[src/verilog/rst_irq_cfg.svh]
// Offsets, field positions, control reset value and force read value for the pin request and reset status registers
`ifndef RST_IRQ_CFG_SVH
`define RST_IRQ_CFG_SVH
`define OFF_IRQ_CTRL        2'h0
`define OFF_RST_STATUS      2'h1
`define OFF_DBG_FORCE       2'h2
`define IRQ_MODE_BIT        0
`define IRQ_IE_BIT          1
`define IRQ_ACK_BIT         2
`define IRQ_FLAG_BIT        3
`define IRQ_PE_BIT          4
`define IRQ_RSVD_BIT        5
`define IRQ_PDD_BIT         6
`define RST_LVD_BIT         1
`define RST_BAD_ADDRESS_FLAG_BIT        3
`define RST_BAD_OPCODE_FLAG_BIT        4
`define RST_COP_BIT         5
`define RST_PIN_BIT         6
`define RST_POR_BIT         7
`define FORCE_RESET_BIT     0
`define IRQ_CTRL_RESET      8'h00
`define DBG_READ_VALUE      8'h00
`endif

[src/verilog/rst_irq_pkg.sv]
// Types shared by the pin request and reset status logic
package rst_irq_pkg;
  typedef enum logic [1:0] {
    RST_KIND_NONE  = 2'h0,
    RST_KIND_POWER = 2'h1,
    RST_KIND_LOWV  = 2'h3,
    RST_KIND_OTHER = 2'h2
  } reset_kind_t;

  typedef struct packed {
    logic ext_pin;
    logic watchdog;
    logic bad_opcode;
    logic bad_address;
  } reset_cause_t;

  typedef struct packed {
    logic       wr;
    logic       rd;
    logic       from_debug;
    logic [1:0] addr;
    logic [7:0] wdata;
  } reg_access_t;
endpackage

[src/verilog/irq_pin_and_reset_status_regs.sv]
// Pin interrupt control, reset source status and debug forced reset registers
//
// Contract
// - Pin enabled: pullup on while pull-disable bit 6 is 0, off when 1.
// - Pin events count only while pin-enable bit 4 is set.
// - Event flag bit 3 set by pin events; software writes do not change it.
// - Writing 1 to acknowledge bit 2 clears the flag; 0 no effect; reads 0.
// - In edge-and-level mode acknowledge cannot clear flag while pin stays low.
// - Interrupt request whenever flag is 1 and enable bit 1 is set.
// - Mode bit 0: 0 falling edges only, 1 falling edges and low level.
// - Debug forced reset clears every reset status flag.
// - Any write to reset status restarts watchdog, flags stay unchanged.
// - Power-on reset sets power-on bit 7 and low-voltage bit 1, clears rest.
// - Low-voltage reset sets bit 1, keeps power-on, clears the four cause flags.
// - Other resets: cause flags follow active sources; power-on and low-voltage cleared.
// - Bad opcode flag bit 4 records illegal opcode resets, incl. disabled stop/background.
// - Bad address flag bit 3 records accesses at unimplemented addresses.
// - Watchdog flag bit 5 records timeouts; source blocked when watchdog option is 0.
// - External pin flag bit 6 records resets from the low reset pin.
// - Force-reset register accepts debug writes only; reads return 0x00.
// - Debug write of 1 to force-reset bit 0 forces a full reset.
`timescale 1ns/100ps
`include "rst_irq_cfg.svh"

module irq_pin_and_reset_status_regs
  import rst_irq_pkg::*;
(
  // Clock and reset
  input  wire logic         clk_sys_in,
  input  wire logic         reset_n_in,
  // Reset entry report from the system reset controller
  input  wire logic         reset_entry_in,
  input  reset_kind_t       reset_kind_in,
  input  reset_cause_t      reset_cause_in,
  // Reset source qualifiers
  input  wire logic         watchdog_enable_option_in,
  input  wire logic         stop_allow_option_in,
  input  wire logic         background_mode_allow_in,
  input  wire logic         stop_exec_in,
  input  wire logic         enter_debug_instruction_in,
  // Register access from the core or serial debug
  input  reg_access_t       bus_in,
  output logic [7:0]        rdata_out,
  // External interrupt pin
  input  wire logic         irq_pin_in,
  output logic              pin_pullup_enable_out,
  output logic              irq_request_out,
  // Watchdog and reset outputs
  output logic              watchdog_restart_out,
  output logic              force_reset_out,
  output logic              bad_opcode_reset_req_out
);

  logic       pin_sync1_q;
  logic       pin_sync2_q;
  logic       pin_prev_q;
  logic       pin_pull_disable_q;
  logic       pin_request_enable_q;
  logic       pin_event_flag_q;
  logic       pin_interrupt_enable_q;
  logic       pin_detect_mode_q;
  logic [7:0] reset_source_status_q;
  logic       force_reset_q;
  logic       watchdog_restart_q;
  logic [7:0] rdata_q;
  logic       pin_event;
  logic       ack_write;
  logic       ctrl_write;
  logic       status_write;
  logic       force_write;

  function automatic logic hit(input reg_access_t a, input logic [1:0] off);
    hit = a.wr && (a.addr == off);
  endfunction

  assign ctrl_write   = hit(bus_in, `OFF_IRQ_CTRL);
  assign status_write = hit(bus_in, `OFF_RST_STATUS);
  assign force_write  = hit(bus_in, `OFF_DBG_FORCE);
  assign ack_write    = ctrl_write && bus_in.wdata[`IRQ_ACK_BIT];

  // Two flops so detection never sees a metastable pin level
  always_ff @(posedge clk_sys_in) begin
    if (!reset_n_in) begin
      pin_sync1_q <= 1'b1;
      pin_sync2_q <= 1'b1;
      pin_prev_q  <= 1'b1;
    end else begin
      pin_sync1_q <= irq_pin_in;
      pin_sync2_q <= pin_sync1_q;
      pin_prev_q  <= pin_sync2_q;
    end
  end

  // Falling edge, or held low when level mode is on
  assign pin_event = pin_request_enable_q &&
                     ((pin_prev_q && !pin_sync2_q) ||
                      (pin_detect_mode_q && !pin_sync2_q));

  // Control bits; reserved bit 5 is dropped, so a wrong write is harmless
  always_ff @(posedge clk_sys_in) begin
    if (!reset_n_in) begin
      pin_pull_disable_q     <= 1'b0;
      pin_request_enable_q   <= 1'b0;
      pin_interrupt_enable_q <= 1'b0;
      pin_detect_mode_q      <= 1'b0;
    end else if (ctrl_write) begin
      pin_pull_disable_q     <= bus_in.wdata[`IRQ_PDD_BIT];
      pin_request_enable_q   <= bus_in.wdata[`IRQ_PE_BIT];
      pin_interrupt_enable_q <= bus_in.wdata[`IRQ_IE_BIT];
      pin_detect_mode_q      <= bus_in.wdata[`IRQ_MODE_BIT];
    end
  end

  // Event wins over an acknowledge in the same cycle
  always_ff @(posedge clk_sys_in) begin
    if (!reset_n_in) begin
      pin_event_flag_q <= 1'b0;
    end else if (pin_event) begin
      pin_event_flag_q <= 1'b1;
    end else if (ack_write) begin
      pin_event_flag_q <= 1'b0;
    end
  end

  assign irq_request_out       = pin_event_flag_q && pin_interrupt_enable_q;
  assign pin_pullup_enable_out = pin_request_enable_q && !pin_pull_disable_q;

  // Status flags are loaded on reset entry, so they survive the reset itself
  always_ff @(posedge clk_sys_in) begin
    if (force_reset_q) begin
      reset_source_status_q <= 8'h00;
    end else if (reset_entry_in) begin
      unique case (reset_kind_in)
        RST_KIND_POWER: begin
          reset_source_status_q                <= 8'h00;
          reset_source_status_q[`RST_POR_BIT]  <= 1'b1;
          reset_source_status_q[`RST_LVD_BIT]  <= 1'b1;
        end
        RST_KIND_LOWV: begin
          reset_source_status_q[`RST_PIN_BIT]  <= 1'b0;
          reset_source_status_q[`RST_COP_BIT]  <= 1'b0;
          reset_source_status_q[`RST_BAD_OPCODE_FLAG_BIT] <= 1'b0;
          reset_source_status_q[`RST_BAD_ADDRESS_FLAG_BIT] <= 1'b0;
          reset_source_status_q[`RST_LVD_BIT]  <= 1'b1;
        end
        RST_KIND_OTHER: begin
          reset_source_status_q                <= 8'h00;
          reset_source_status_q[`RST_PIN_BIT]  <= reset_cause_in.ext_pin;
          reset_source_status_q[`RST_COP_BIT]  <= reset_cause_in.watchdog &&
                                                  watchdog_enable_option_in;
          reset_source_status_q[`RST_BAD_OPCODE_FLAG_BIT] <= reset_cause_in.bad_opcode;
          reset_source_status_q[`RST_BAD_ADDRESS_FLAG_BIT] <= reset_cause_in.bad_address;
        end
        RST_KIND_NONE: begin
          reset_source_status_q <= reset_source_status_q;
        end
      endcase
    end
  end

  // Disabled stop or background instructions are illegal opcodes
  assign bad_opcode_reset_req_out = (stop_exec_in && !stop_allow_option_in) ||
                                    (enter_debug_instruction_in && !background_mode_allow_in);

  // Status write only restarts the watchdog
  always_ff @(posedge clk_sys_in) begin
    if (!reset_n_in) begin
      watchdog_restart_q <= 1'b0;
    end else begin
      watchdog_restart_q <= status_write;
    end
  end

  // Only serial debug writes may force the reset
  always_ff @(posedge clk_sys_in) begin
    if (!reset_n_in) begin
      force_reset_q <= 1'b0;
    end else begin
      force_reset_q <= force_write && bus_in.from_debug &&
                       bus_in.wdata[`FORCE_RESET_BIT];
    end
  end

  assign watchdog_restart_out = watchdog_restart_q;
  assign force_reset_out      = force_reset_q;

  always_ff @(posedge clk_sys_in) begin
    if (!reset_n_in) begin
      rdata_q <= 8'h00;
    end else if (bus_in.rd) begin
      unique case (bus_in.addr)
        `OFF_IRQ_CTRL:   rdata_q <= {1'b0, pin_pull_disable_q, 1'b0, pin_request_enable_q,
                                     pin_event_flag_q, 1'b0, pin_interrupt_enable_q,
                                     pin_detect_mode_q};
        `OFF_RST_STATUS: rdata_q <= reset_source_status_q;
        `OFF_DBG_FORCE:  rdata_q <= `DBG_READ_VALUE;
        default:         rdata_q <= 8'h00;
      endcase
    end
  end

  assign rdata_out = rdata_q;

  // Level mode: a held-low pin re-sets the flag, so acknowledge cannot clear it
  chk_level_holds_flag: assert property (@(posedge clk_sys_in) disable iff (!reset_n_in)
    pin_request_enable_q && pin_detect_mode_q && !pin_sync2_q |=> pin_event_flag_q)
    else $error("flag cleared while pin held low in level mode");

  chk_ack_clears_flag: assert property (@(posedge clk_sys_in) disable iff (!reset_n_in)
    ack_write && !pin_event |=> !pin_event_flag_q)
    else $error("acknowledge did not clear flag");

  chk_edge_sets_flag: assert property (@(posedge clk_sys_in) disable iff (!reset_n_in)
    pin_request_enable_q && $fell(pin_sync2_q) |=> pin_event_flag_q)
    else $error("falling edge did not set flag");

  chk_disabled_no_event: assert property (@(posedge clk_sys_in) disable iff (!reset_n_in)
    !pin_request_enable_q && !pin_event_flag_q && !ack_write && !ctrl_write |=> !pin_event_flag_q)
    else $error("flag set while pin disabled");

  chk_irq_follows_flag: assert property (@(posedge clk_sys_in) disable iff (!reset_n_in)
    irq_request_out == (pin_event_flag_q && pin_interrupt_enable_q))
    else $error("interrupt request mismatch");

  chk_pullup_control: assert property (@(posedge clk_sys_in) disable iff (!reset_n_in)
    pin_request_enable_q && pin_pull_disable_q |-> !pin_pullup_enable_out)
    else $error("pullup on while disabled");

  chk_user_force_ignored: assert property (@(posedge clk_sys_in) disable iff (!reset_n_in)
    force_write && !bus_in.from_debug |=> !force_reset_out)
    else $error("user write forced reset");

  chk_force_clears_status: assert property (@(posedge clk_sys_in)
    force_reset_out |=> reset_source_status_q == 8'h00)
    else $error("forced reset left status flags");

  chk_status_write_keeps: assert property (@(posedge clk_sys_in) disable iff (!reset_n_in)
    status_write && !reset_entry_in && !force_reset_q |=> watchdog_restart_out && $stable(reset_source_status_q))
    else $error("status write changed flags or missed restart");

  chk_power_on_flags: assert property (@(posedge clk_sys_in)
    reset_entry_in && reset_kind_in == RST_KIND_POWER && !force_reset_q |=> reset_source_status_q == 8'h82)
    else $error("power-on flags wrong");

  chk_watchdog_blocked: assert property (@(posedge clk_sys_in)
    reset_entry_in && reset_kind_in == RST_KIND_OTHER && !watchdog_enable_option_in && !force_reset_q
    |=> !reset_source_status_q[`RST_COP_BIT])
    else $error("watchdog flag set while disabled");

  chk_edge_only_mode: assert property (@(posedge clk_sys_in) disable iff (!reset_n_in)
    pin_request_enable_q && !pin_detect_mode_q && !pin_prev_q && !pin_sync2_q && !pin_event_flag_q |=> !pin_event_flag_q)
    else $error("low level set flag in edge-only mode");

  chk_flag_write_ignored: assert property (@(posedge clk_sys_in) disable iff (!reset_n_in)
    ctrl_write && !bus_in.wdata[`IRQ_ACK_BIT] && !pin_event |=> $stable(pin_event_flag_q))
    else $error("control write changed flag");

  chk_ctrl_read_zeros: assert property (@(posedge clk_sys_in) disable iff (!reset_n_in)
    bus_in.rd && bus_in.addr == `OFF_IRQ_CTRL |=> !rdata_out[`IRQ_ACK_BIT] && !rdata_out[`IRQ_RSVD_BIT] && !rdata_out[7])
    else $error("acknowledge or reserved bit read as one");

  chk_ctrl_readback: assert property (@(posedge clk_sys_in) disable iff (!reset_n_in)
    bus_in.rd && bus_in.addr == `OFF_IRQ_CTRL |=> rdata_out[`IRQ_PE_BIT] == $past(pin_request_enable_q))
    else $error("pin enable readback wrong");

  chk_mode_readback: assert property (@(posedge clk_sys_in) disable iff (!reset_n_in)
    bus_in.rd && bus_in.addr == `OFF_IRQ_CTRL |=> rdata_out[`IRQ_MODE_BIT] == $past(pin_detect_mode_q))
    else $error("detect mode readback wrong");

  chk_force_reads_zero: assert property (@(posedge clk_sys_in) disable iff (!reset_n_in)
    bus_in.rd && bus_in.addr == `OFF_DBG_FORCE |=> rdata_out == `DBG_READ_VALUE)
    else $error("force register read not zero");

  chk_status_readback: assert property (@(posedge clk_sys_in) disable iff (!reset_n_in)
    bus_in.rd && bus_in.addr == `OFF_RST_STATUS |=> rdata_out == $past(reset_source_status_q))
    else $error("status readback wrong");

  chk_irq_off_polling: assert property (@(posedge clk_sys_in) disable iff (!reset_n_in)
    !pin_interrupt_enable_q |-> !irq_request_out)
    else $error("request raised with interrupt disabled");

  chk_pullup_on: assert property (@(posedge clk_sys_in) disable iff (!reset_n_in)
    pin_request_enable_q && !pin_pull_disable_q |-> pin_pullup_enable_out)
    else $error("pullup off while enabled");

  chk_lowv_flags: assert property (@(posedge clk_sys_in)
    reset_entry_in && reset_kind_in == RST_KIND_LOWV && !force_reset_q |=>
    reset_source_status_q[`RST_PIN_BIT:`RST_BAD_ADDRESS_FLAG_BIT] == 4'h0 && reset_source_status_q[`RST_LVD_BIT])
    else $error("low-voltage flags wrong");

  chk_other_clears_por: assert property (@(posedge clk_sys_in)
    reset_entry_in && reset_kind_in == RST_KIND_OTHER && !force_reset_q |=>
    !reset_source_status_q[`RST_POR_BIT] && !reset_source_status_q[`RST_LVD_BIT])
    else $error("power-on or low-voltage flag left set");

  chk_pin_cause: assert property (@(posedge clk_sys_in)
    reset_entry_in && reset_kind_in == RST_KIND_OTHER && !force_reset_q |=>
    reset_source_status_q[`RST_PIN_BIT] == $past(reset_cause_in.ext_pin))
    else $error("pin flag wrong");

  chk_opcode_cause: assert property (@(posedge clk_sys_in)
    reset_entry_in && reset_kind_in == RST_KIND_OTHER && !force_reset_q |=>
    reset_source_status_q[`RST_BAD_OPCODE_FLAG_BIT] == $past(reset_cause_in.bad_opcode))
    else $error("bad opcode flag wrong");

  chk_address_cause: assert property (@(posedge clk_sys_in)
    reset_entry_in && reset_kind_in == RST_KIND_OTHER && !force_reset_q |=>
    reset_source_status_q[`RST_BAD_ADDRESS_FLAG_BIT] == $past(reset_cause_in.bad_address))
    else $error("bad address flag wrong");

  chk_watchdog_cause: assert property (@(posedge clk_sys_in)
    reset_entry_in && reset_kind_in == RST_KIND_OTHER && watchdog_enable_option_in && !force_reset_q |=>
    reset_source_status_q[`RST_COP_BIT] == $past(reset_cause_in.watchdog))
    else $error("watchdog flag wrong");

  chk_debug_force: assert property (@(posedge clk_sys_in) disable iff (!reset_n_in)
    force_write && bus_in.from_debug && bus_in.wdata[`FORCE_RESET_BIT] |=> force_reset_out)
    else $error("debug write did not force reset");

  chk_force_needs_debug: assert property (@(posedge clk_sys_in) disable iff (!reset_n_in)
    force_reset_out |-> $past(force_write && bus_in.from_debug))
    else $error("forced reset without debug write");

  chk_restart_needs_write: assert property (@(posedge clk_sys_in) disable iff (!reset_n_in)
    watchdog_restart_out |-> $past(status_write))
    else $error("restart without status write");

  chk_sync_chain: assert property (@(posedge clk_sys_in) disable iff (!reset_n_in)
    pin_sync2_q == $past(pin_sync1_q))
    else $error("synchroniser skipped a stage");

  chk_stop_illegal: assert property (@(posedge clk_sys_in) disable iff (!reset_n_in)
    stop_exec_in && !stop_allow_option_in |-> bad_opcode_reset_req_out)
    else $error("disabled stop not flagged");

  chk_enter_debug_instruction_illegal: assert property (@(posedge clk_sys_in) disable iff (!reset_n_in)
    enter_debug_instruction_in && !background_mode_allow_in |-> bad_opcode_reset_req_out)
    else $error("disabled background instruction not flagged");

  chk_opcode_quiet: assert property (@(posedge clk_sys_in) disable iff (!reset_n_in)
    !stop_exec_in && !enter_debug_instruction_in |-> !bad_opcode_reset_req_out)
    else $error("bad opcode request without instruction");

  chk_event_sets_flag: assert property (@(posedge clk_sys_in) disable iff (!reset_n_in)
    pin_event |=> pin_event_flag_q)
    else $error("event did not set flag");

  chk_flag_holds: assert property (@(posedge clk_sys_in) disable iff (!reset_n_in)
    pin_event_flag_q && !ack_write |=> pin_event_flag_q)
    else $error("flag dropped without acknowledge");

  cov_edge_event: cover property (@(posedge clk_sys_in) pin_request_enable_q && $fell(pin_sync2_q));
  cov_ack_clear: cover property (@(posedge clk_sys_in) pin_event_flag_q ##1 !pin_event_flag_q);
  cov_debug_force: cover property (@(posedge clk_sys_in) force_reset_out);
  cov_irq_request: cover property (@(posedge clk_sys_in) irq_request_out);
  cov_level_hold: cover property (@(posedge clk_sys_in) pin_detect_mode_q && !pin_sync2_q && ack_write);

endmodule

[config.mk]
export PLATFORM = sky130hd
export DESIGN_NAME = irq_pin_and_reset_status_regs
export DESIGN_NICKNAME = d
export VERILOG_FILES = /design/src/verilog/rst_irq_pkg.sv /design/src/verilog/irq_pin_and_reset_status_regs.sv
export VERILOG_INCLUDE_DIRS = /design/src /design/src/verilog
export SDC_FILE = /design/constraint.sdc
export NUM_CORES = 1
export LEC_CHECK = 0
export BUFFER_PORTS_ARGS = -buffer_cell sky130_fd_sc_hd__buf_4
export CAP_MARGIN = 20
export CORE_AREA = 5 5 53 50
export DETAILED_ROUTE_END_ITERATION = 8
export DIE_AREA = 0 0 58 55
export PLACE_DENSITY = 0.89
export SYNTH_ARGS = -nofsm -noshare
export SYNTH_HDL_FRONTEND = slang
export SYNTH_SLANG_ARGS = --single-unit
[constraint.sdc]
create_clock -name clk_sys_in -period 3.15 [get_ports clk_sys_in]
set_input_delay 0.4725 -clock clk_sys_in [delete_from_list [all_inputs] [get_ports clk_sys_in]]
set_output_delay 0.4725 -clock clk_sys_in [all_outputs]
set_load 0.01 [all_outputs]
# [Word-level counts from Yosys, hierarchy flattened]
# Index checks and enable logic that the tools add are counted.
# Widths: inputs -> output; s select.
[word_totals] register_bits=24 in_bits=28 out_inout_bits=13 word_cells=52
[op_classes] n_eq_ne=5 mux=6 bitwise=1 reduce_logical=27
[op_table] operator="$pmux 8 s2" n=1
[op_table] operator="$logic_and 1x1->1" n=14
[op_table] operator="$pmux 4 s2" n=1
[op_table] operator="$eq 2x2->1 const B" n=3
[op_table] operator="$eq 2x1->1 const B" n=2
[op_table] operator="$logic_not 1->1" n=4
[op_table] operator="$logic_not 2->1" n=2
[op_table] operator="$pmux 1 s2" n=2
[op_table] operator="$reduce_and 2->1" n=2
[op_table] operator="$reduce_bool 2->1" n=2
[op_table] operator="$logic_or 1x1->1" n=2
[op_table] operator="$mux 1" n=2
[op_table] operator="$reduce_or 2->1" n=1
[op_table] operator="$not 1->1" n=1

# [Depth between registers and ports, before layout]
[depth] ltp_word=5 depth_mapped=5

# [Least setup slack after synthesis]
# No wires, ideal clock.
[synth_timing] path_type="input-to-reg" start="input bus_in[8] (netlist name)" end="register pin_event_flag_q" setup_ns=0.117 t_arrival_ns=1.191 t_required_ns=3.033 path_slack_ns=1.841 stages=4 path_buffers=1 path_cell_list="buf_6 > nor3b_4 > nand2_2 > a32o_1"
[synth_via] elab_chain_cells=4
[synth_rtl] element="start, declared" line_no="irq_pin_and_reset_status_regs.sv:42" text="input reg_access_t bus_in,"
[synth_rtl] element="$logic_not 2->1" line_no="irq_pin_and_reset_status_regs.sv:73" text="hit = a.wr && (a.addr == off);"
[synth_rtl] element="$logic_and 1x1->1" line_no="irq_pin_and_reset_status_regs.sv:73"
[synth_rtl] element="$logic_and 1x1->1" line_no="irq_pin_and_reset_status_regs.sv:79" text="assign ack_write = ctrl_write && bus_in.wdata[`IRQ_ACK_BIT];"
[synth_rtl] element="$reduce_bool 2->1 (no line)"
[synth_rtl] element="end signal, assigned" line_no="irq_pin_and_reset_status_regs.sv:117" text="pin_event_flag_q <= 1'b0;"
[synth_rtl] element="end signal, assigned" line_no="irq_pin_and_reset_status_regs.sv:119" text="pin_event_flag_q <= 1'b1;"
[synth_rtl] element="end signal, assigned" line_no="irq_pin_and_reset_status_regs.sv:121" text="pin_event_flag_q <= 1'b0;"
[synth_rtl] element="end, declared" line_no="irq_pin_and_reset_status_regs.sv:59" text="logic pin_event_flag_q;"
# Every way passes these cells.
# A chain may end at the register's enable or synchronous reset.

# [Final worst setup path]
[layout_timing] start="register pin_request_enable_q" end="output pin_pullup_enable_out"
[layout_via] elab_chain_cells=1
[layout_rtl] element="start, declared" line_no="irq_pin_and_reset_status_regs.sv:58" text="logic pin_request_enable_q;"
[layout_rtl] element="start signal, assigned" line_no="irq_pin_and_reset_status_regs.sv:108" text="pin_request_enable_q <= bus_in.wdata[`IRQ_PE_BIT];"
[layout_rtl] element="$logic_and 1x1->1" line_no="irq_pin_and_reset_status_regs.sv:126" text="assign pin_pullup_enable_out = pin_request_enable_q && !pin_pull_disable_q;"
[layout_rtl] element="end, declared" line_no="irq_pin_and_reset_status_regs.sv:46" text="output logic pin_pullup_enable_out,"
# Every way passes these cells.

==> flow_metrics.env <==
export IMPL_reg2reg_depth=3
export IMPL_synth_top_family_by_area="simple AND/OR/NAND/NOR gates"
export IMPL_fin_crit_ps=1460
export IMPL_post_cts_buffers=0
export IMPL_hold_viol=0
export IMPL_fin_ws_ps=1690
export IMPL_p_int_mw=0.392
export IMPL_cts_root_buffer="clkbuf_4"
export IMPL_dr_pass1_iters=4
export IMPL_seq_area_frac_synth=0.491
export IMPL_drv_slew=0
export IMPL_gr_total_overflow=0
export IMPL_fp_row_count=16
export IMPL_antenna_found_initial=0
export IMPL_tritoncts="built"
export IMPL_drt_iter0_markers=5
export IMPL_hpwlAfterDp_um=1670
export IMPL_p_leak_nw=0.545
export IMPL_clk_path_buf_depth=2
export IMPL_netlist_instances=104
export IMPL_critPathCaptureType="output pin"
export IMPL_die_w_um=58
export IMPL_track_usage=0.139
export IMPL_fin_area_sq_mm=0.00124
export IMPL_synth_top_area_cell="dfxtp_1"
export IMPL_ios=41
export IMPL_crit_chain="nor2b_1, buf_4"
export IMPL_synth_avg_cell_area_sq_um=9.02
export IMPL_tns_ps=0
export IMPL_power_frac_comb=0.136
export IMPL_cp_arrival_ps=990
export IMPL_slowest_stage="dfxtp_1"
export IMPL_finalPower_mw=0.514
export IMPL_via_count=820
export IMPL_fin_nets=171
export IMPL_min_to="pin_sync1_q$_SDFF_PN1_"
export IMPL_rsz0062_at_grt="no"
export IMPL_layout_drive_gt1_share=0.293
export IMPL_holdBufCountCts=0
export IMPL_synth_mux_area_frac=0.0427
export IMPL_cp_start_kind="flop"
export IMPL_reg2reg_slack_ps=2300
export IMPL_final_setup_skew_ps=2.65
export IMPL_synth_adder_area_share=0.0267
export IMPL_grt_pass1_wl_um=3380
export IMPL_synth_async_reset_ratio=0
export IMPL_setup_viol=0
export IMPL_swShare=0.238
export IMPL_synth_cell_types=29
export IMPL_clock_sinks=23
export IMPL_min_path_cells=2
export IMPL_fp_dieH_um=55
export IMPL_dp_slack_ps=1690
export IMPL_clk_latency_ps=310
export IMPL_clock_fmax_ghz=0.686
export IMPL_status="complete, no violations"
export IMPL_min_from="irq_pin_in"
export IMPL_post_synth_top_count_cell="dfxtp_1"
export IMPL_routed_wl_um=2110
export IMPL_grt_pass1_vias=806
export IMPL_r2r_start="pin_detect_mode_q$_SDFFE_PN0P_"
export IMPL_ys_ff_latch=23
export IMPL_ys_warn_count=0
export IMPL_hold_path_class="input pin to flop"
export IMPL_port_buffers=36
export IMPL_clkTransAtPathRegs_ps=120
export IMPL_cpPeakStageDelay_ps=400
export IMPL_placed_area_sq_mm=0.00121
export IMPL_viasPerCell=4.91
export IMPL_crit_family="flip-flops"
export IMPL_cts_buffers=3
export IMPL_synth_main_ff_cell="dfxtp_1"
export IMPL_cap_violations=0
export IMPL_r2r_end="rdata_out[0]$_SDFFE_PN0P_"
export IMPL_post_drt_wl_per_cell_um=12.6
export IMPL_synth_common_cells="dfxtp_1 (23), nand2_1 (14), nand3_1 (9), o21ai_0 (8), nand2b_1 (6)"
export IMPL_cp_required_ps=2680
export IMPL_synthesis_area_sq_um=938
export IMPL_crit_buf_inv=1
export IMPL_synth_top_cell_area_share=0.491
export IMPL_yosys_area_share_simple=0.257
export IMPL_seq_power_share=0.605
export IMPL_cp_max_fo=4
export IMPL_ant_nets=0
export IMPL_gp_congestion=0.755
export IMPL_floorplan_initialDensity=0.451
export IMPL_p_clk_frac=0.259
export IMPL_area_growth_pct=32.3
export IMPL_diodes=0
export IMPL_synth_edff_count=0
export IMPL_critPathKind="flop to output pin"
export IMPL_synthXorXnorAreaFrac=0
export IMPL_die_area_sq_mm=0.00319
export IMPL_min_period_over_period=0.463
export IMPL_power_switching_mw=0.122
export IMPL_p_per_area_mw_per_mm2=414
export IMPL_synth_fp_nets=134
export IMPL_htree_levels=1
export IMPL_cts_resized=0
export IMPL_ir_drop_mv=0.357
export IMPL_synth_compound_area_frac=0.129
export IMPL_drc=0
export IMPL_fillers=190
export IMPL_core_sq_mm=0.00208
export IMPL_yosys_top_cells_area="dfxtp_1 (49%), nand2_1 (5.6%), nand3_1 (4.8%), mux2i_1 (4.3%), o21ai_0 (4.3%)"
export IMPL_grt_start_max_net_pins=20
[power groups by stage]
stage                     Clock, mW  Combinational [mW]  Sequential, mW
after floorplan                   0              0.0340           0.316
after global placement            0              0.0661           0.317
after detailed placement          0              0.0700           0.317
after CTS                     0.135              0.0704           0.311
after global routing          0.145              0.0777           0.312
final                         0.133              0.0698           0.311
[cells in the final DEF, fill, tap and decap left out, types with 3 or more instances in the layout]
cell,instances
o21ai_0,8
a21oi_1,5
dfxtp_1,23
nand2_1,14
mux2i_1,4
clkbuf_4,3
nand3_1,9
nand2b_1,6
buf_4,36
nor2_1,4
nor2b_1,4
inv_1,5
[sequential cells by signal, summed over array words and instances, names as in the netlist]
name and count:
watchdog_restart_out 1, pin_prev_q 1, reset_source_status_q 6, pin_sync2_q 1
pin_event_flag_q 1, pin_detect_mode_q 1, force_reset_out 1, pin_interrupt_enable_q 1
pin_request_enable_q 1, rdata_out 7, pin_sync1_q 1, pin_pull_disable_q 1
[layer usage]
metal | track usage | share of wire | up-vias
met4 | 0.0270 | 0.0066 | 0
met2 | 0.258 | 0.54 | 18
met1 | 0.155 | 0.40 | 375
met3 | 0.0534 | 0.060 | 4
met5 | 0 | 0 | -
li1 | - | - | 423
[worst register-to-register path, stage by stage (launching register included)]
cell	delay, ps
dfxtp_1	380
nand2_1	60
o32ai_1	200
and2_1	160
[final cells by class]
class | count | area, sq um | share of cell area
inverters | 5 | 18.8 | 0.0151
repair buffers | 36 | 270 | 0.218
clock buffers | 4 | 26.3 | 0.0212
multi-input cells | 72 | 432 | 0.348
flip-flops and latches | 23 | 460 | 0.371
well taps | 27 | 33.8 | 0.0272
[worst max path at each step]
stage                                      startpoint                                    end  slack, ps  cells past startpoint
finish              pin_request_enable_q$_SDFFE_PN0P_                  pin_pullup_enable_out       1690                      2
CTS                 pin_request_enable_q$_SDFFE_PN0P_                  pin_pullup_enable_out       1690                      2
detailed placement                   reset_kind_in[0]  reset_source_status_q[5]$_SDFFE_PP0P_       1690                      6
floorplan                                   bus_in[8]          pin_event_flag_q$_SDFFE_PN0P_       1840                      4
global placement                     reset_kind_in[0]  reset_source_status_q[5]$_SDFFE_PP0P_       1720                      6
global route        pin_request_enable_q$_SDFFE_PN0P_                  pin_pullup_enable_out       1580                      2
[metrics by stage]
stage | cells | hold slack, ps | util
4_1_cts | 167 | 335 | 0.596
5_1_grt | 167 | 337 | 0.596
3_3_place_gp | 163 | 392 | 0.584
3_5_place_dp | 163 | 397 | 0.584
2_1_floorplan | 104 | 386 | -
6_report | 167 | 336 | 0.596
[kinds of logic (layout without fill, tap and decap cells)]
group,Yosys count,in the layout
simple gates,45,45
fa+ha+maj,2,2
other cells,1,1
compound gates,20,20
buf+inv,9,45
mux,4,4
flops,23,23
Note: power is estimated with default switching activity, not from simulation.
